--- src/verilog/crxf_pkg.sv ---
package crxf_pkg;

    // Sizes of the receive filter block
    localparam int REG_W = 16;
    localparam int NUM_FILT = 8;
    localparam int NUM_MASK = 3;
    localparam int NUM_BUF = 32;
    localparam int BUF_IDX_W = 5;
    localparam int SEL_W = 2;
    localparam int ADDR_W = 8;

    // Register byte addresses on the AXI4-Lite slave
    localparam logic [7:0] OFF_MASK_SEL = 8'h00;
    localparam logic [7:0] OFF_MSK_STD_BASE = 8'h04;
    localparam logic [7:0] OFF_MSK_EXT_BASE = 8'h08;
    localparam logic [7:0] MSK_STRIDE = 8'h08;
    localparam logic [7:0] OFF_FULL_LO = 8'h1C;
    localparam logic [7:0] OFF_FULL_HI = 8'h20;
    localparam logic [7:0] OFF_OVF_LO = 8'h24;
    localparam logic [7:0] OFF_OVF_HI = 8'h28;
    localparam logic [7:0] OFF_FLT_STD_BASE = 8'h40;
    localparam logic [7:0] OFF_FLT_EXT_BASE = 8'h44;
    localparam logic [7:0] FLT_STRIDE = 8'h08;

    // Field positions in the standard words of masks and filters
    localparam int SID_MSB = 15;
    localparam int SID_LSB = 5;
    localparam int TYPE_BIT = 3;
    localparam int EIDH_MSB = 1;
    localparam logic [15:0] STD_IMPL_BITS = 16'hFFEB;

    // Mask source selector codes
    localparam logic [1:0] SEL_MASK0 = 2'h0;
    localparam logic [1:0] SEL_MASK1 = 2'h1;
    localparam logic [1:0] SEL_MASK2 = 2'h2;
    localparam logic [1:0] SEL_NONE = 2'h3;

    // Reset values
    localparam logic [15:0] MASK_SEL_RST = 16'h0000;
    localparam logic [15:0] MSK_RST = 16'h0000;
    localparam logic [15:0] FLT_RST = 16'h0000;
    localparam logic [31:0] FLAG_RST = 32'h0000_0000;

    // AXI responses
    localparam logic [1:0] RESP_OKAY = 2'h0;
    localparam logic [1:0] RESP_SLVERR = 2'h2;

    // Received identifier as it reaches the filters
    typedef struct packed {
        logic ext;
        logic [10:0] sid;
        logic [17:0] eid;
    } crxf_msg_t;

    // One acceptance mask set
    typedef struct packed {
        logic [10:0] sid;
        logic id_type_match_enable;
        logic [17:0] eid;
    } crxf_mask_t;

    typedef crxf_mask_t [NUM_MASK-1:0] crxf_mask_set_t;

    // One acceptance filter
    typedef struct packed {
        logic [10:0] sid;
        logic filter_extended_format_sel;
        logic [17:0] eid;
    } crxf_filt_t;

endpackage

--- src/verilog/crxf_flags.sv ---
`timescale 1ns/100ps
module crxf_flags
#(
    parameter int NUM_BUF = crxf_pkg::NUM_BUF,
    parameter int IDX_W = crxf_pkg::BUF_IDX_W
)
(
    input wire logic clk,
    input wire logic rst_n,
    input wire logic store_valid,
    input wire logic [IDX_W-1:0] store_idx,
    input wire logic [NUM_BUF-1:0] clr_full,
    input wire logic [NUM_BUF-1:0] clr_ovf,
    output logic [NUM_BUF-1:0] full_q,
    output logic [NUM_BUF-1:0] ovf_q
);
    logic [NUM_BUF-1:0] full_d;
    logic [NUM_BUF-1:0] ovf_d;
    logic [NUM_BUF-1:0] hit_buf;

    // A store into a full buffer marks overflow and keeps full set; set beats clear
    always_comb
    begin
        hit_buf = '0;
        if (store_valid)
        begin
            hit_buf[store_idx] = 1'b1;
        end
        full_d = (full_q & ~clr_full) | hit_buf;
        ovf_d = (ovf_q & ~clr_ovf) | (hit_buf & full_q);
    end

    always_ff @(posedge clk or negedge rst_n)
    begin
        if (!rst_n)
        begin
            full_q <= '0;
            ovf_q <= '0;
        end
        else
        begin
            full_q <= full_d;
            ovf_q <= ovf_d;
        end
    end

endmodule

--- src/verilog/crxf_match.sv ---
`timescale 1ns/100ps
module crxf_match
(
    input wire logic [1:0] filter_mask_source_sel,
    input wire crxf_pkg::crxf_mask_set_t masks,
    input wire crxf_pkg::crxf_filt_t filt,
    input wire crxf_pkg::crxf_msg_t msg,
    output logic hit
);
    crxf_pkg::crxf_mask_t mask;
    logic sid_ok;
    logic eid_ok;
    logic type_ok;

    // Pick the mask; no mask compares every bit and honours the format bit
    always_comb
    begin
        unique case (filter_mask_source_sel)
            crxf_pkg::SEL_MASK0: mask = masks[0];
            crxf_pkg::SEL_MASK1: mask = masks[1];
            crxf_pkg::SEL_MASK2: mask = masks[2];
            crxf_pkg::SEL_NONE: mask = '1;
        endcase
    end

    // A one in the mask compares the bit, a zero ignores it
    always_comb
    begin
        sid_ok = ((msg.sid ^ filt.sid) & mask.sid) == 11'h000;
        eid_ok = ((msg.eid ^ filt.eid) & mask.eid) == 18'h00000;
        type_ok = !mask.id_type_match_enable
            || (msg.ext == filt.filter_extended_format_sel);
        // Standard frames carry no extended bits, so the EID is not compared
        hit = sid_ok && (eid_ok || !msg.ext) && type_ok;
    end

endmodule

--- src/verilog/crxf_top.sv ---
`timescale 1ns/100ps
// Operation
// - Two-bit selector picks mask 0-2 or none
// - Filter 15 at bits 15-14, filter 8 at 1-0
// - Three mask sets, standard and extended word
// - Standard word bits 15-5 mask SID bits
// - EID 17:16 from standard word, 15:0 extended
// - Type bit set: frame format must match filter
// - Type bit clear: either format may match
// - Bits 4 and 2 read as zero
// - Full flag per buffer, set on store
// - Store into full buffer sets overflow flag
// - Software clears flags by writing zero only
// - Filter format bit picks extended or standard frames
// - Filter ID bit gives required message bit value
module crxf_top
(
    input wire logic MCLK,
    input wire logic RST_N,
    input wire logic [7:0] S_AXI_AWADDR,
    input wire logic S_AXI_AWVALID,
    output logic S_AXI_AWREADY,
    input wire logic [31:0] S_AXI_WDATA,
    input wire logic [3:0] S_AXI_WSTRB,
    input wire logic S_AXI_WVALID,
    output logic S_AXI_WREADY,
    output logic [1:0] S_AXI_BRESP,
    output logic S_AXI_BVALID,
    input wire logic S_AXI_BREADY,
    input wire logic [7:0] S_AXI_ARADDR,
    input wire logic S_AXI_ARVALID,
    output logic S_AXI_ARREADY,
    output logic [31:0] S_AXI_RDATA,
    output logic [1:0] S_AXI_RRESP,
    output logic S_AXI_RVALID,
    input wire logic S_AXI_RREADY,
    input wire logic MSG_VALID,
    input wire logic MSG_EXT,
    input wire logic [10:0] MSG_SID,
    input wire logic [17:0] MSG_EID,
    output logic [7:0] FILTER_HIT,
    output logic HIT_VALID,
    input wire logic STORE_VALID,
    input wire logic [4:0] STORE_BUF,
    output logic [31:0] FULL_FLAGS,
    output logic [31:0] OVF_FLAGS
);
    localparam int NF = crxf_pkg::NUM_FILT;
    localparam int NM = crxf_pkg::NUM_MASK;

    // Bus handshake state
    logic awready_q, awready_d;
    logic wready_q, wready_d;
    logic bvalid_q, bvalid_d;
    logic [1:0] bresp_q, bresp_d;
    logic arready_q, arready_d;
    logic rvalid_q, rvalid_d;
    logic [1:0] rresp_q, rresp_d;
    logic [31:0] rdata_q, rdata_d;
    logic [7:0] waddr_q, waddr_d;
    logic [31:0] wdata_q, wdata_d;
    logic [3:0] wstrb_q, wstrb_d;

    // Configuration registers
    logic [15:0] sel_q, sel_d;
    logic [15:0] msk_std_q [NM], msk_std_d [NM];
    logic [15:0] msk_ext_q [NM], msk_ext_d [NM];
    logic [15:0] flt_std_q [NF], flt_std_d [NF];
    logic [15:0] flt_ext_q [NF], flt_ext_d [NF];

    // Flag clear requests and flag state
    logic [31:0] clr_full;
    logic [31:0] clr_ovf;
    logic [31:0] full_flags;
    logic [31:0] ovf_flags;
    logic do_write;
    logic w_hit;

    // Filter path
    crxf_pkg::crxf_msg_t msg;
    crxf_pkg::crxf_mask_set_t masks;
    crxf_pkg::crxf_filt_t filt [NF];
    logic [NF-1:0] hit_now;
    logic [NF-1:0] hit_q, hit_d;
    logic hit_valid_q, hit_valid_d;

    // Merge the two low byte lanes of a write into a 16-bit register
    function automatic logic [15:0] lane_merge(input logic [15:0] old, input logic [31:0] data,
                                               input logic [3:0] strb);
        logic [15:0] res;
        res = old;
        if (strb[0])
        begin
            res[7:0] = data[7:0];
        end
        if (strb[1])
        begin
            res[15:8] = data[15:8];
        end
        return res;
    endfunction

    // Zeros written in enabled lanes become clear requests; ones do nothing
    function automatic logic [15:0] zero_clear(input logic [31:0] data, input logic [3:0] strb);
        logic [15:0] res;
        res = 16'h0000;
        if (strb[0])
        begin
            res[7:0] = ~data[7:0];
        end
        if (strb[1])
        begin
            res[15:8] = ~data[15:8];
        end
        return res;
    endfunction

    // Address and data are taken in either order; write fires once both are held
    always_comb
    begin
        awready_d = awready_q;
        wready_d = wready_q;
        bvalid_d = bvalid_q;
        bresp_d = bresp_q;
        waddr_d = waddr_q;
        wdata_d = wdata_q;
        wstrb_d = wstrb_q;
        do_write = !awready_q && !wready_q && !bvalid_q;
        if (S_AXI_AWVALID && awready_q)
        begin
            awready_d = 1'b0;
            waddr_d = S_AXI_AWADDR;
        end
        if (S_AXI_WVALID && wready_q)
        begin
            wready_d = 1'b0;
            wdata_d = S_AXI_WDATA;
            wstrb_d = S_AXI_WSTRB;
        end
        if (do_write)
        begin
            bvalid_d = 1'b1;
            bresp_d = w_hit ? crxf_pkg::RESP_OKAY : crxf_pkg::RESP_SLVERR;
        end
        if (bvalid_q && S_AXI_BREADY)
        begin
            bvalid_d = 1'b0;
            awready_d = 1'b1;
            wready_d = 1'b1;
        end
    end

    always_ff @(posedge MCLK or negedge RST_N)
    begin
        if (!RST_N)
        begin
            awready_q <= 1'b1;
            wready_q <= 1'b1;
            bvalid_q <= 1'b0;
            bresp_q <= crxf_pkg::RESP_OKAY;
            waddr_q <= 8'h00;
            wdata_q <= 32'h0000_0000;
            wstrb_q <= 4'h0;
        end
        else
        begin
            awready_q <= awready_d;
            wready_q <= wready_d;
            bvalid_q <= bvalid_d;
            bresp_q <= bresp_d;
            waddr_q <= waddr_d;
            wdata_q <= wdata_d;
            wstrb_q <= wstrb_d;
        end
    end

    // Register writes; unmapped addresses change nothing and answer SLVERR
    always_comb
    begin
        sel_d = sel_q;
        msk_std_d = msk_std_q;
        msk_ext_d = msk_ext_q;
        flt_std_d = flt_std_q;
        flt_ext_d = flt_ext_q;
        clr_full = 32'h0000_0000;
        clr_ovf = 32'h0000_0000;
        w_hit = 1'b0;
        if (waddr_q == crxf_pkg::OFF_MASK_SEL)
        begin
            w_hit = 1'b1;
            if (do_write)
            begin
                sel_d = lane_merge(sel_q, wdata_q, wstrb_q);
            end
        end
        if (waddr_q == crxf_pkg::OFF_FULL_LO || waddr_q == crxf_pkg::OFF_FULL_HI
            || waddr_q == crxf_pkg::OFF_OVF_LO || waddr_q == crxf_pkg::OFF_OVF_HI)
        begin
            w_hit = 1'b1;
        end
        if (do_write)
        begin
            unique case (waddr_q)
                crxf_pkg::OFF_FULL_LO: clr_full[15:0] = zero_clear(wdata_q, wstrb_q);
                crxf_pkg::OFF_FULL_HI: clr_full[31:16] = zero_clear(wdata_q, wstrb_q);
                crxf_pkg::OFF_OVF_LO: clr_ovf[15:0] = zero_clear(wdata_q, wstrb_q);
                crxf_pkg::OFF_OVF_HI: clr_ovf[31:16] = zero_clear(wdata_q, wstrb_q);
                default: ;
            endcase
        end
        for (int m = 0; m < NM; m++)
        begin
            if (waddr_q == crxf_pkg::OFF_MSK_STD_BASE + 8'(m) * crxf_pkg::MSK_STRIDE)
            begin
                w_hit = 1'b1;
                if (do_write)
                begin
                    // Unimplemented bits are never stored, so they read back zero
                    msk_std_d[m] = lane_merge(msk_std_q[m], wdata_q, wstrb_q) & crxf_pkg::STD_IMPL_BITS;
                end
            end
            if (waddr_q == crxf_pkg::OFF_MSK_EXT_BASE + 8'(m) * crxf_pkg::MSK_STRIDE)
            begin
                w_hit = 1'b1;
                if (do_write)
                begin
                    msk_ext_d[m] = lane_merge(msk_ext_q[m], wdata_q, wstrb_q);
                end
            end
        end
        for (int f = 0; f < NF; f++)
        begin
            if (waddr_q == crxf_pkg::OFF_FLT_STD_BASE + 8'(f) * crxf_pkg::FLT_STRIDE)
            begin
                w_hit = 1'b1;
                if (do_write)
                begin
                    flt_std_d[f] = lane_merge(flt_std_q[f], wdata_q, wstrb_q) & crxf_pkg::STD_IMPL_BITS;
                end
            end
            if (waddr_q == crxf_pkg::OFF_FLT_EXT_BASE + 8'(f) * crxf_pkg::FLT_STRIDE)
            begin
                w_hit = 1'b1;
                if (do_write)
                begin
                    flt_ext_d[f] = lane_merge(flt_ext_q[f], wdata_q, wstrb_q);
                end
            end
        end
    end

    always_ff @(posedge MCLK or negedge RST_N)
    begin
        if (!RST_N)
        begin
            sel_q <= crxf_pkg::MASK_SEL_RST;
            for (int m = 0; m < NM; m++)
            begin
                msk_std_q[m] <= crxf_pkg::MSK_RST;
                msk_ext_q[m] <= crxf_pkg::MSK_RST;
            end
            for (int f = 0; f < NF; f++)
            begin
                flt_std_q[f] <= crxf_pkg::FLT_RST;
                flt_ext_q[f] <= crxf_pkg::FLT_RST;
            end
        end
        else
        begin
            sel_q <= sel_d;
            msk_std_q <= msk_std_d;
            msk_ext_q <= msk_ext_d;
            flt_std_q <= flt_std_d;
            flt_ext_q <= flt_ext_d;
        end
    end

    // Read path: data registered, answer one cycle after the address is taken
    always_comb
    begin
        arready_d = arready_q;
        rvalid_d = rvalid_q;
        rresp_d = rresp_q;
        rdata_d = rdata_q;
        if (S_AXI_ARVALID && arready_q)
        begin
            arready_d = 1'b0;
            rvalid_d = 1'b1;
            rresp_d = crxf_pkg::RESP_OKAY;
            rdata_d = 32'h0000_0000;
            unique case (S_AXI_ARADDR)
                crxf_pkg::OFF_MASK_SEL: rdata_d[15:0] = sel_q;
                crxf_pkg::OFF_FULL_LO: rdata_d[15:0] = full_flags[15:0];
                crxf_pkg::OFF_FULL_HI: rdata_d[15:0] = full_flags[31:16];
                crxf_pkg::OFF_OVF_LO: rdata_d[15:0] = ovf_flags[15:0];
                crxf_pkg::OFF_OVF_HI: rdata_d[15:0] = ovf_flags[31:16];
                default: rresp_d = crxf_pkg::RESP_SLVERR;
            endcase
            for (int m = 0; m < NM; m++)
            begin
                if (S_AXI_ARADDR == crxf_pkg::OFF_MSK_STD_BASE + 8'(m) * crxf_pkg::MSK_STRIDE)
                begin
                    rdata_d[15:0] = msk_std_q[m];
                    rresp_d = crxf_pkg::RESP_OKAY;
                end
                if (S_AXI_ARADDR == crxf_pkg::OFF_MSK_EXT_BASE + 8'(m) * crxf_pkg::MSK_STRIDE)
                begin
                    rdata_d[15:0] = msk_ext_q[m];
                    rresp_d = crxf_pkg::RESP_OKAY;
                end
            end
            for (int f = 0; f < NF; f++)
            begin
                if (S_AXI_ARADDR == crxf_pkg::OFF_FLT_STD_BASE + 8'(f) * crxf_pkg::FLT_STRIDE)
                begin
                    rdata_d[15:0] = flt_std_q[f];
                    rresp_d = crxf_pkg::RESP_OKAY;
                end
                if (S_AXI_ARADDR == crxf_pkg::OFF_FLT_EXT_BASE + 8'(f) * crxf_pkg::FLT_STRIDE)
                begin
                    rdata_d[15:0] = flt_ext_q[f];
                    rresp_d = crxf_pkg::RESP_OKAY;
                end
            end
        end
        if (rvalid_q && S_AXI_RREADY)
        begin
            rvalid_d = 1'b0;
            arready_d = 1'b1;
        end
    end

    always_ff @(posedge MCLK or negedge RST_N)
    begin
        if (!RST_N)
        begin
            arready_q <= 1'b1;
            rvalid_q <= 1'b0;
            rresp_q <= crxf_pkg::RESP_OKAY;
            rdata_q <= 32'h0000_0000;
        end
        else
        begin
            arready_q <= arready_d;
            rvalid_q <= rvalid_d;
            rresp_q <= rresp_d;
            rdata_q <= rdata_d;
        end
    end

    // Unpack register words into mask and filter fields
    always_comb
    begin
        msg.ext = MSG_EXT;
        msg.sid = MSG_SID;
        msg.eid = MSG_EID;
        for (int m = 0; m < NM; m++)
        begin
            masks[m].sid = msk_std_q[m][crxf_pkg::SID_MSB:crxf_pkg::SID_LSB];
            masks[m].id_type_match_enable = msk_std_q[m][crxf_pkg::TYPE_BIT];
            masks[m].eid = {msk_std_q[m][crxf_pkg::EIDH_MSB:0], msk_ext_q[m]};
        end
        for (int f = 0; f < NF; f++)
        begin
            filt[f].sid = flt_std_q[f][crxf_pkg::SID_MSB:crxf_pkg::SID_LSB];
            filt[f].filter_extended_format_sel = flt_std_q[f][crxf_pkg::TYPE_BIT];
            filt[f].eid = {flt_std_q[f][crxf_pkg::EIDH_MSB:0], flt_ext_q[f]};
        end
    end

    // One comparator per upper filter; filter 8+k uses selector bits 2k+1:2k
    for (genvar k = 0; k < NF; k++)
    begin : g_filt
        crxf_match u_match
        (
            .filter_mask_source_sel(sel_q[2*k +: 2]),
            .masks(masks),
            .filt(filt[k]),
            .msg(msg),
            .hit(hit_now[k])
        );
    end

    // Hits are latched per message so the outputs stay flop-driven
    always_comb
    begin
        hit_d = hit_q;
        hit_valid_d = MSG_VALID;
        if (MSG_VALID)
        begin
            hit_d = hit_now;
        end
    end

    always_ff @(posedge MCLK or negedge RST_N)
    begin
        if (!RST_N)
        begin
            hit_q <= '0;
            hit_valid_q <= 1'b0;
        end
        else
        begin
            hit_q <= hit_d;
            hit_valid_q <= hit_valid_d;
        end
    end

    // Full and overflow flags; a store in the clear cycle still sets
    crxf_flags u_flags
    (
        .clk(MCLK),
        .rst_n(RST_N),
        .store_valid(STORE_VALID),
        .store_idx(STORE_BUF),
        .clr_full(clr_full),
        .clr_ovf(clr_ovf),
        .full_q(full_flags),
        .ovf_q(ovf_flags)
    );

    assign S_AXI_AWREADY = awready_q;
    assign S_AXI_WREADY = wready_q;
    assign S_AXI_BVALID = bvalid_q;
    assign S_AXI_BRESP = bresp_q;
    assign S_AXI_ARREADY = arready_q;
    assign S_AXI_RVALID = rvalid_q;
    assign S_AXI_RRESP = rresp_q;
    assign S_AXI_RDATA = rdata_q;
    assign FILTER_HIT = hit_q;
    assign HIT_VALID = hit_valid_q;
    assign FULL_FLAGS = full_flags;
    assign OVF_FLAGS = ovf_flags;

endmodule
--- config.mk ---
export PLATFORM = sky130hd
export DESIGN_NAME = crxf_top
export DESIGN_NICKNAME = d
export VERILOG_FILES = /design/src/verilog/crxf_pkg.sv /design/src/verilog/crxf_flags.sv /design/src/verilog/crxf_match.sv /design/src/verilog/crxf_top.sv
export SDC_FILE = /design/constraint.sdc
export NUM_CORES = 1
export LEC_CHECK = 0
export BUFFER_PORTS_ARGS = -buffer_cell sky130_fd_sc_hd__buf_4
export CORE_MARGIN = 2
export CORE_UTILIZATION = 44
export CTS_CLUSTER_DIAMETER = 50
export DETAILED_ROUTE_END_ITERATION = 12
export GPL_TIMING_DRIVEN = 0
export SLEW_MARGIN = 10
export SYNTH_ARGS = -nofsm -noshare
export SYNTH_HDL_FRONTEND = slang
export SYNTH_HIERARCHICAL = 1
export SYNTH_SLANG_ARGS = --single-unit
--- constraint.sdc ---
create_clock -name MCLK -period 2.5 [get_ports MCLK]
set_clock_uncertainty 0.15 [all_clocks]
set_input_delay 0.25 -clock MCLK [delete_from_list [all_inputs] [get_ports MCLK]]
set_output_delay 0.25 -clock MCLK [all_outputs]
set_load 0.005 [all_outputs]
Yosys cells after proc, flatten, opt, wreduce, memory -nomap -nowiden
Cells that the tools add are included.
{"block": "totals", "register_bits": 470, "latchBits": 0, "ramBits": 0, "romBits": 0, "inputBits": 96, "n_memories": 0}
{"block": "op_classes", "addsub": 0, "n_mul": 0, "div_mod_pow": 0, "order_cmp": 2, "eq_ne": 84, "shift": 0, "n_mux": 100, "bitwise": 41, "n_reduce_logical": 132}
{"op": "$pmux 30 s4", "count": 8}
{"op": "$mux 16", "count": 26}
{"op": "$eq 8x7->1 const B", "count": 32}
{"op": "$and 18x18->18", "count": 8}
{"op": "$logic_not 18->1", "count": 8}
{"op": "$xor 18x18->18", "count": 8}
{"op": "$reduce_and 3->1", "count": 46}
{"op": "$and 32x32->32", "count": 3}
{"op": "$mux 32", "count": 3}
{"op": "$and 11x11->11", "count": 8}
{"op": "$logic_not 11->1", "count": 8}
{"op": "$xor 11x11->11", "count": 8}
{"op": "$pmux 16 s5", "count": 1}
{"op": "$eq 8x5->1 const B", "count": 8}
{"op": "$not 32->32", "count": 2}
{"op": "$or 32x32->32", "count": 2}
{"op": "$eq 8x6->1 const B", "count": 6}
{"op": "$mux 2", "count": 24}
{"op": "$mux 1", "count": 35}
{"op": "$eq 2x2->1 const B", "count": 16}
{"op": "$eq 8x4->1 const B", "count": 4}
{"op": "$logic_and 1x1->1", "count": 24}
{"op": "$logic_or 1x1->1", "count": 19}
{"op": "$eq 2x1->1 const B", "count": 8}
{"op": "12 further kinds", "count": 44}

Logic depth before layout (Yosys ltp)
Gate-level depths: netlist (run 1).
{"block": "logic_depth", "ltp_word": 28, "depth_mapped": 11, "depth_no_buf": 7}

Cells and area by module
Netlist (run 1), hierarchy kept.
{"module": "crxf_top", "instances": 1, "cells_per_inst": 1747, "area_each_um2": 20004.2}
{"module": "crxf_match", "instances": 8, "cells_per_inst": 132, "area_each_um2": 1012.2}
{"module": "crxf_flags", "instances": 1, "cells_per_inst": 216, "area_each_um2": 2483.6}

Worst setup path after synthesis (run 1)
Ideal clock, no wire load.
{"block": "synth_path", "path_type": "input port to flip-flop", "from": "input port S_AXI_ARADDR[0]", "to": "register rdata_q[14] (netlist: S_AXI_RDATA[14])", "setup_ps": 124, "t_arrival_ps": 1949, "required_time_ps": 2226, "slack_ps": 277, "path_stages": 9, "path_cell_list": "buf_4 or4b_4 buf_6 or3_4 o2111ai_2 and3_1 nand2_1 o211ai_1 nand2_1"}
{"block": "synth_between", "elab_chain_len": 24}
{"item": "start, declared", "line": "crxf_top.sv:30", "source": "input wire logic [7:0] S_AXI_ARADDR,"}
{"item": "$eq 8x6->1, or another cell as far along", "line": "crxf_top.sv:291", "source": "unique case (S_AXI_ARADDR)"}
{"item": "$pmux 16 s5", "line": "crxf_top.sv:291"}
{"item": "$mux 16", "line": "crxf_top.sv:301", "source": "if (S_AXI_ARADDR == crxf_pkg::OFF_MSK_STD_BASE + 8'(m) * crxf_pkg::MSK_STRIDE)"}
{"item": "$mux 16", "line": "crxf_top.sv:306", "source": "if (S_AXI_ARADDR == crxf_pkg::OFF_MSK_EXT_BASE + 8'(m) * crxf_pkg::MSK_STRIDE)"}
{"item": "$mux 16", "line": "crxf_top.sv:301"}
{"item": "$mux 16", "line": "crxf_top.sv:306"}
{"item": "$mux 16", "line": "crxf_top.sv:301"}
{"item": "$mux 16", "line": "crxf_top.sv:306"}
{"item": "[... 8 more ...]"}
{"item": "$mux 16", "line": "crxf_top.sv:314", "source": "if (S_AXI_ARADDR == crxf_pkg::OFF_FLT_STD_BASE + 8'(f) * crxf_pkg::FLT_STRIDE)"}
{"item": "$mux 16", "line": "crxf_top.sv:319", "source": "if (S_AXI_ARADDR == crxf_pkg::OFF_FLT_EXT_BASE + 8'(f) * crxf_pkg::FLT_STRIDE)"}
{"item": "$mux 16", "line": "crxf_top.sv:314"}
{"item": "$mux 16", "line": "crxf_top.sv:319"}
{"item": "$mux 16", "line": "crxf_top.sv:314"}
{"item": "$mux 16", "line": "crxf_top.sv:319"}
{"item": "$mux 16", "line": "crxf_top.sv:314"}
{"item": "$mux 16 (*)", "line": "crxf_top.sv:319"}
{"item": "end signal, assigned", "line": "crxf_top.sv:347", "source": "rdata_q <= rdata_d;"}
{"item": "end, declared", "line": "crxf_top.sv:59", "source": "logic [31:0] rdata_q, rdata_d;"}
Mark *: on every way between the ends. The rest lies on a longest branch, timed or not.
A chain may end at the register's enable or synchronous reset.

Final worst setup path (run 1)
{"block": "layout_path", "from": "register sel_q[3]", "to": "register hit_q[1] (netlist: FILTER_HIT[1])"}
{"block": "layout_between", "elab_chain_len": 7}
{"item": "start, declared", "line": "crxf_top.sv:65", "source": "logic [15:0] sel_q, sel_d;"}
{"item": "start signal, assigned", "line": "crxf_top.sv:256", "source": "sel_q <= crxf_pkg::MASK_SEL_RST;"}
{"item": "start signal, assigned", "line": "crxf_top.sv:270", "source": "sel_q <= sel_d;"}
{"item": "$eq 2x2->1, or another cell as far along", "line": "crxf_match.sv:18", "source": "unique case (filter_mask_source_sel)"}
{"item": "$pmux 30 s4 (*)", "line": "crxf_match.sv:18"}
{"item": "$and 18x18->18", "line": "crxf_match.sv:30", "source": "eid_ok = ((msg.eid ^ filt.eid) & mask.eid) == 18'h00000;"}
{"item": "$logic_not 18->1", "line": "crxf_match.sv:30"}
{"item": "$logic_or 1x1->1", "line": "crxf_match.sv:34", "source": "hit = sid_ok && (eid_ok || !msg.ext) && type_ok;"}
{"item": "$logic_and 1x1->1", "line": "crxf_match.sv:34"}
{"item": "$logic_and 1x1->1 (*)", "line": "crxf_match.sv:34"}
{"item": "named net hit_now[1]", "line": "crxf_top.sv:83", "source": "logic [NF-1:0] hit_now;"}
{"item": "end signal, assigned", "line": "crxf_top.sv:404", "source": "hit_q <= hit_d;"}
{"item": "end, declared", "line": "crxf_top.sv:84", "source": "logic [NF-1:0] hit_q, hit_d;"}
Mark *: on every way through the listed nets, which the timed path passes. The rest lies on a longest branch.

==> impl_results.md, run 1 <==
- Multi-input gate area: 0.0190 mm²
- Core area: 0.0687 mm²
- Share of the synthesized area in the top cell type: 38.0%
- Worst EP arrival: 3.46 ns
- Fmax: 327 MHz
- RSZ-0062 raised after global routing: true
- Ys async rst share: 100%
- Worst-path fanout max: 10
- Layout area overhead: 25.8%
- Setup ws final: -0.561 ns
- CP required: 2.90 ns
- Yosys cell types: 83
- Switching Share: 45.0%
- TNS Setup: -2.89 ns
- Most frequent cells in the layout: dfrtp_1, mux2_2, buf_4
- Starting density of the core: 44.5%
- Num CTS Buffers: 67
- Top_reg_cell synth: dfrtp_1
- Failing checks: setup timing
- Crit start category: flop
- IO buf count: 169
- Root Buffer: clkbuf_16
- Synth top area cells: dfrtp_1, mux2_2, mux2i_1, xor2_1, o22ai_1
- FF/Latch Area: 0.0118 mm²
- Post-synthesis mux area share: 22.8%
- Die Wd: 268 µm
- Gpl congestion: 1.11
- Slowest CP cell: a221oi_4
- Fill count: 5993
- Crit path time final: 3.06 ns
- MaxCap Viol Count: 0
- Final Hold Viols: 0
- Cells after Synth: 3019
- Routed length on met1: 66.8 mm
- Nets@finish: 3475
- Syn. warnings: 6
- DR vias/cell: 7.27
- Commonest non-fill, non-tap cell in the layout: dfrtp_1
- Part of the power in the clock network: 27.6%
- CTS tree: yes
- Clock slew at reported path FFs: 0.06 ns
- Biggest area consumer among synthesized cells: dfrtp_1
- Vias in the first global route: 30900
- H-tree levels: 3
- DRT antenna net count: 0
- Post-synthesis simple-gate area fraction: 9.84%
- CP endpoint kind: flop
- Largest stage delay on the critical path: 0.63 ns
- Layout cells sized above 1: 36.6%
- Max-slew headroom: 18.1%
- Maximum clock path buffer count: 3
- First-iteration detailed-routing DRC count: 4828
- Die outline area: 0.0716 mm²
- WHS: 0.0560 ns
- Final number of setup-violating endpoints: 47
- Worst-Margin Slew: 1.23 ns
- Synth Area in Compound Gates: 17.2%
- Register area share after synthesis: 38.3%
- Slew Viols, Final: 0
- Sequential share of power: 34.7%
- DRC: 0
- Fin crit share: 122%
- Top sig layer: met5
- Mean Syn Cell Area: 10.1 µm²
- First-pass GRT wire length: 258 mm
- Status: finished, violations left
- FP Rows: 96
- Clock Sinks: 468
- DP HPWL: 142 mm
- Largest net degree at the start of global routing: 108
- Die Ht: 268 µm
- Drt first pass iters: 9
- Register bit total from synthesis: 468
- PD cells: 905 mW/mm²
- GRT Util Overall: 53.3%
- Initial antenna violation count: 8
- I/O Pins: 210
- Post-synth EDFFs: 0
- Pleak: 0.0167 µW
- Post-Synth Adder-Cell Area: 0%
- GRT overflow: 0
- CP cell instances: nand2b_4 > buf_12 > o221ai_4 > o21ai_2 > nor4_2 > nand4_1 > a221oi_4 > mux2_4
- Fraction of power consumed by combinational cells: 37.7%
- Met3 wire len: 26.7 mm
- Min-Delay Path Class: input pin to flop
- Xor/xnor share of the synthesized area: 6.87%
- Final wirelength: 194 mm
- Main combinational cell family by area after synthesis: multiplexers
- P_sw: 15700 µW
- Peak supply drop: 1.20 mV
- Per-cell routed wire length: 44.3 µm
- Met2 WL: 78.7 mm
- Internal: 19100 µW
- Clk Latency, worst-skew pair: 0.63 ns
- Vias: 31800
- WS Path Type: flop to flop
- Synth Cell Area: 0.0306 mm²
worst max-delay path, delay by kind of cell, from the launching register on:
kind,cells,cell delay [ns]
flops,1,0.50
buf+inv,1,0.16
compound gates,3,1.05
simple gates,3,0.87
mux,1,0.24
metrics by stage:
step / std cells / utilization (%) / instance area, µm² / setup WS [ns] / power [µW]
after floorplan: 3036 / - / 30600 / 0.277 / 16000
after global placement: 4136 / 48.2 / 33100 / -3.77 / 22200
after detailed placement: 4147 / 48.5 / 33300 / -1.64 / 22500
after CTS: 4334 / 54.7 / 37600 / -0.377 / 33200
after global routing: 4363 / 56.0 / 38500 / -0.456 / 35000
final: 4368 / 56.0 / 38500 / -0.561 / 34800
final timing paths:
| path | startpoint | end | slack (ns) | cells after the start |
|---|---|---|---|---|
| worst max-delay path | sel_q[3] | FILTER_HIT[1] | -0.56 | 8 |
| worst min-delay path | STORE_BUF[2] | u_flags/full_q[30] | 0.06 | 3 |
| worst max register to register | sel_q[3] | FILTER_HIT[1] | -0.56 | 8 |
| worst min register to register | FILTER_HIT[4] | FILTER_HIT[4] | 0.36 | 1 |
| max in group asynchronous | RST_N | masks[44] | 0.75 | 5 |
| min in group asynchronous | RST_N | filt[16] | 0.11 | 3 |
repair_timing:
item | 4_1_cts | 5_1_grt
setup buffers | 35 | 29
gates resized for setup | 353 | 196
hold buffers | 37 | 0
endpoints found under the hold margin | 136 | 0
pin swaps | 44 | 49
endpoints found under the setup margin | 415 | 289
routing by layer:
| layer | vias to the layer above | GRT usage, % |
|---|---|---|
| met5 | - | 0 |
| met4 | 8 | 46.6 |
| met3 | 954 | 21.6 |
| met2 | 3060 | 75.7 |
| met1 | 15700 | 62.0 |
| li1 | 12100 | - |
registers in the layout, indices dropped and copies added (netlist names), 2 cells and up:
name            flops
FILTER_HIT          8
S_AXI_RDATA        16
filt              240
masks              90
sel_q              16
u_flags/full_q     32
u_flags/ovf_q      32
waddr_q             8
wdata_q            16
wstrb_q             2
synth_stat cells (all sizes together) (15+ instances only):
library cell	n
nor2	140
o21ai	325
a22oi	24
inv	96
dfrtp	465
nand4	55
nand2	146
nand3	35
mux2i	242
o22ai	151
nor4	31
a211oi	15
buf	129
mux2	404
clkbuf	77
xnor2	24
o221ai	31
o211ai	18
nand2b	20
o2111ai	16
xor2	216
a21oi	51
nor3	74
a221oi	31
o32ai	57
cell families (layout without fill, tap and decap cells):
| logic type | count (synthesis) | count (layout) |
|---|---|---|
| AND/OR/NAND/NOR | 567 | 567 |
| buffers and inverters | 302 | 695 |
| AO/OA/AOI/OAI | 795 | 795 |
| other | 1 | 26 |
| flip-flops | 468 | 468 |
| multiplexers | 646 | 646 |
| XOR/XNOR | 240 | 240 |
power by group through the flow:
stage                     combinational, µW  sequential, µW  clock [µW]
final                                 13100           12100        9610
after global routing                  13200           11900        9890
after CTS                             12000           11600        9560
after detailed placement              10900           11600           0
after global placement                10700           11500           0
after floorplan                        5980           10000           0
layout make-up:
type / instances / share of cell area [%]
flip-flops and latches: 468 / 30.7
clock buffers: 86 / 4.91
inverters: 96 / 0.937
plain buffers: 199 / 3.82
repair buffers: 281 / 6.35
multi-input cells: 2266 / 49.4
well taps: 931 / 3.03
clock inverters: 33 / 0.836
diodes: 8 / 0.0520
No activity file was read; power rests on OpenSTA's default activity.
==> inputs of run 2 (changes only) <==
==> constraint.sdc (replaced) <==
create_clock -name MCLK -period 2.5 [get_ports MCLK]
set_clock_uncertainty 0.15 [all_clocks]
set_input_delay 0.125 -clock MCLK [delete_from_list [all_inputs] [get_ports MCLK]]
set_output_delay 0.125 -clock MCLK [all_outputs]
set_load 0.005 [all_outputs]
==> run 2 against run 1 <==
The flow finishes with violations (hold timing, setup timing). Critical endpoint unchanged. First-iteration DRC count fell by 2.4%. Largest cell class unchanged. Routed wire length is 0.15% higher. Clock power is essentially flat. Sequential cell count did not move. Global-route usage is essentially flat. Highest routed layer unchanged. Register-to-register slack worse by 0.06 ns. Clock-buffer cell count did not move. Sequential power is essentially flat. Non-clock buffer count is 1 higher.
==> impl_results.md, run 2 (synthesis results as in run 1) <==
- R2R Setup Slk: -0.62 ns (-0.06 ns)
- Fin crit share: 125% (+2.3 points)
- Nets@finish: 3476 (+0.029%)
- GRT Util Overall: 53.3% (about the same)
- DRC: 0 (unchanged)
- Most frequent cells in the layout: dfrtp_1, mux2_2, buf_4
- Dpl ws: -1.52 ns (+0.125 ns)
- Final number of setup-violating endpoints: 36 (-23%)
- Max-slew headroom: 18.4% (+0.27 points)
- First-iteration detailed-routing DRC count: 4711 (-2.4%)
- CP endpoint kind: flop
- Slowest CP cell: a221oi_4
- Drt first pass iters: 8 (-1)
- Die Wd: 268 µm (unchanged)
- Layout cells sized above 1: 35.9% (-0.65 points)
- Final wirelength: 194 mm (+0.15%)
- Gpl congestion: 1.11 (unchanged)
- Fin cells: 4374 (+0.14%)
- Clock slew at reported path FFs: 0.06 ns (about the same)
- Root Buffer: clkbuf_16
- Per-cell routed wire length: 44.3 µm (about the same)
- Worst r2r dst: FILTER_HIT[1]
- R2R depth: 7 (-1)
- I/O Pins: 210 (unchanged)
- Worst EP arrival: 3.52 ns (+0.06 ns)
- Maximum clock path buffer count: 3 (unchanged)
- Fmax: 321 MHz (-1.9%)
- Die Ht: 268 µm (unchanged)
- Starting density of the core: 44.5% (unchanged)
- Placed cell count: 4147 (unchanged)
- Vias: 31900 (+0.54%)
- MaxCap Viol Count: 0 (unchanged)
- Vias in the first global route: 31000 (+0.25%)
- First-pass GRT wire length: 258 mm (about the same)
- DP Area: 0.0333 mm² (unchanged)
- DR vias/cell: 7.30 (+0.40%)
- WHS: -0.0136 ns (-0.0696 ns)
- Failing checks: hold timing, setup timing
- RSZ-0062 raised after global routing: true
- Initial antenna violation count: 9 (+1)
- Layout area overhead: 25.9%
- CTS tree: yes
- PD cells: 908 mW/mm² (+0.36%)
- Worst-path fanout max: 5 (-5)
- DRT antenna net count: 0 (unchanged)
- Fill count: 6007 (+0.23%)
- Crit start category: flop
- Status: finished, violations left
- FP Rows: 96 (unchanged)
- H-tree levels: 3 (unchanged)
- Num CTS Buffers: 67 (unchanged)
- Final instance area: 0.0385 mm² (+0.10%)
- Crit path time final: 3.12 ns (+0.0580 ns)
- Die outline area: 0.0716 mm² (unchanged)
- Setup ws final: -0.619 ns (-0.0580 ns)
- CP cell instances: mux2_2 > o221ai_4 > o21ai_1 > nor4_1 > nand4_1 > a221oi_4 > mux2_4
- Peak supply drop: 1.13 mV (-5.3%)
- CP required: 2.90 ns (about the same)
- GRT overflow: 0 (unchanged)
- Largest net degree at the start of global routing: 108 (unchanged)
- Final Hold Viols: 4 (+4)
- Core area: 0.0687 mm² (unchanged)
- Min-Delay Path Class: input pin to async pin
- Worst-Margin Slew: 1.22 ns (-0.00405 ns)
- Largest stage delay on the critical path: 0.63 ns (about the same)
- Multi-input gate area: 0.0190 mm² (+0.16%)
- IO buf count: 169 (unchanged)
- WS Path Type: flop to flop
- Critical R2R Launch: sel_q[3]
- Slew Viols, Final: 0 (unchanged)
- Clk Latency, worst-skew pair: 0.63 ns (about the same)
- Pleak: 0.0167 µW (about the same)
- DP HPWL: 142 mm (unchanged)
- Commonest non-fill, non-tap cell in the layout: dfrtp_1
- Largest register FFs: 240 (unchanged)
- Clock Sinks: 468 (unchanged)
- FF/Latch Area: 0.0118 mm² (about the same)
==> run 2: worst max-delay path by stage <==
stage / startpoint / to / cells past startpoint / slack, ns
after floorplan: waddr_q[4] / u_flags/ovf_q[24] / 6 / 0.36
after global placement: RST_N / wdata_q[15] / 1 / -3.64
after detailed placement: S_AXI_ARADDR[3] / S_AXI_RDATA[15] / 10 / -1.52
after CTS: sel_q[3] / FILTER_HIT[1] / 8 / -0.38
after global routing: sel_q[3] / FILTER_HIT[1] / 8 / -0.45
final: sel_q[3] / FILTER_HIT[1] / 7 / -0.62
==> run 2: final cells by class <==
type                    count  share of cell area [%]
inverters                  96                   0.936
diodes                     13                  0.0845
multi-input cells        2266                    49.4
clock buffers              86                    4.91
repair buffers            282                    6.47
clock inverters            33                   0.835
plain buffers             199                    3.69
flip-flops and latches    468                    30.7
well taps                 931                    3.03
==> run 2: report_power, final <==
group	switching [µW]	internal, µW
clock	3990	5630
combinational	8520	4740
sequential	3250	8830
total	15800	19200
==> run 2: what timing repair did <==
action,4_1_cts,5_1_grt
hold buffers,43,0
pin swaps,43,52
resized for setup,337,194
endpoints found under the hold margin,173,0
endpoints found under the setup margin,415,292
buffers inserted,31,28
==> run 2: worst max-delay path, delay by kind of cell, from the launching register on <==
kind / cells / cell delay [ns]
AND/OR/NAND/NOR: 2 / 0.73
flip-flops: 1 / 0.51
multiplexers: 2 / 0.64
AO/OA/AOI/OAI: 3 / 1.01
==> run 2: routing by layer <==
metal  wire length (µm)  track usage [%]
met1              66600             61.8
met2              78600             75.8
met3              27300             21.5
met4              21400             47.2
met5                 27                0
==> run 2: stage by stage <==
step | setup TNS, ns | util (%) | power (µW)
floorplan | 0 | - | 16000
global placement | -2078.05 | 48.2 | 22200
detailed placement | -266.68 | 48.5 | 22500
CTS | -0.917 | 54.7 | 33200
global route | -3.33 | 56.0 | 35100
finish | -3.28 | 56.0 | 35000
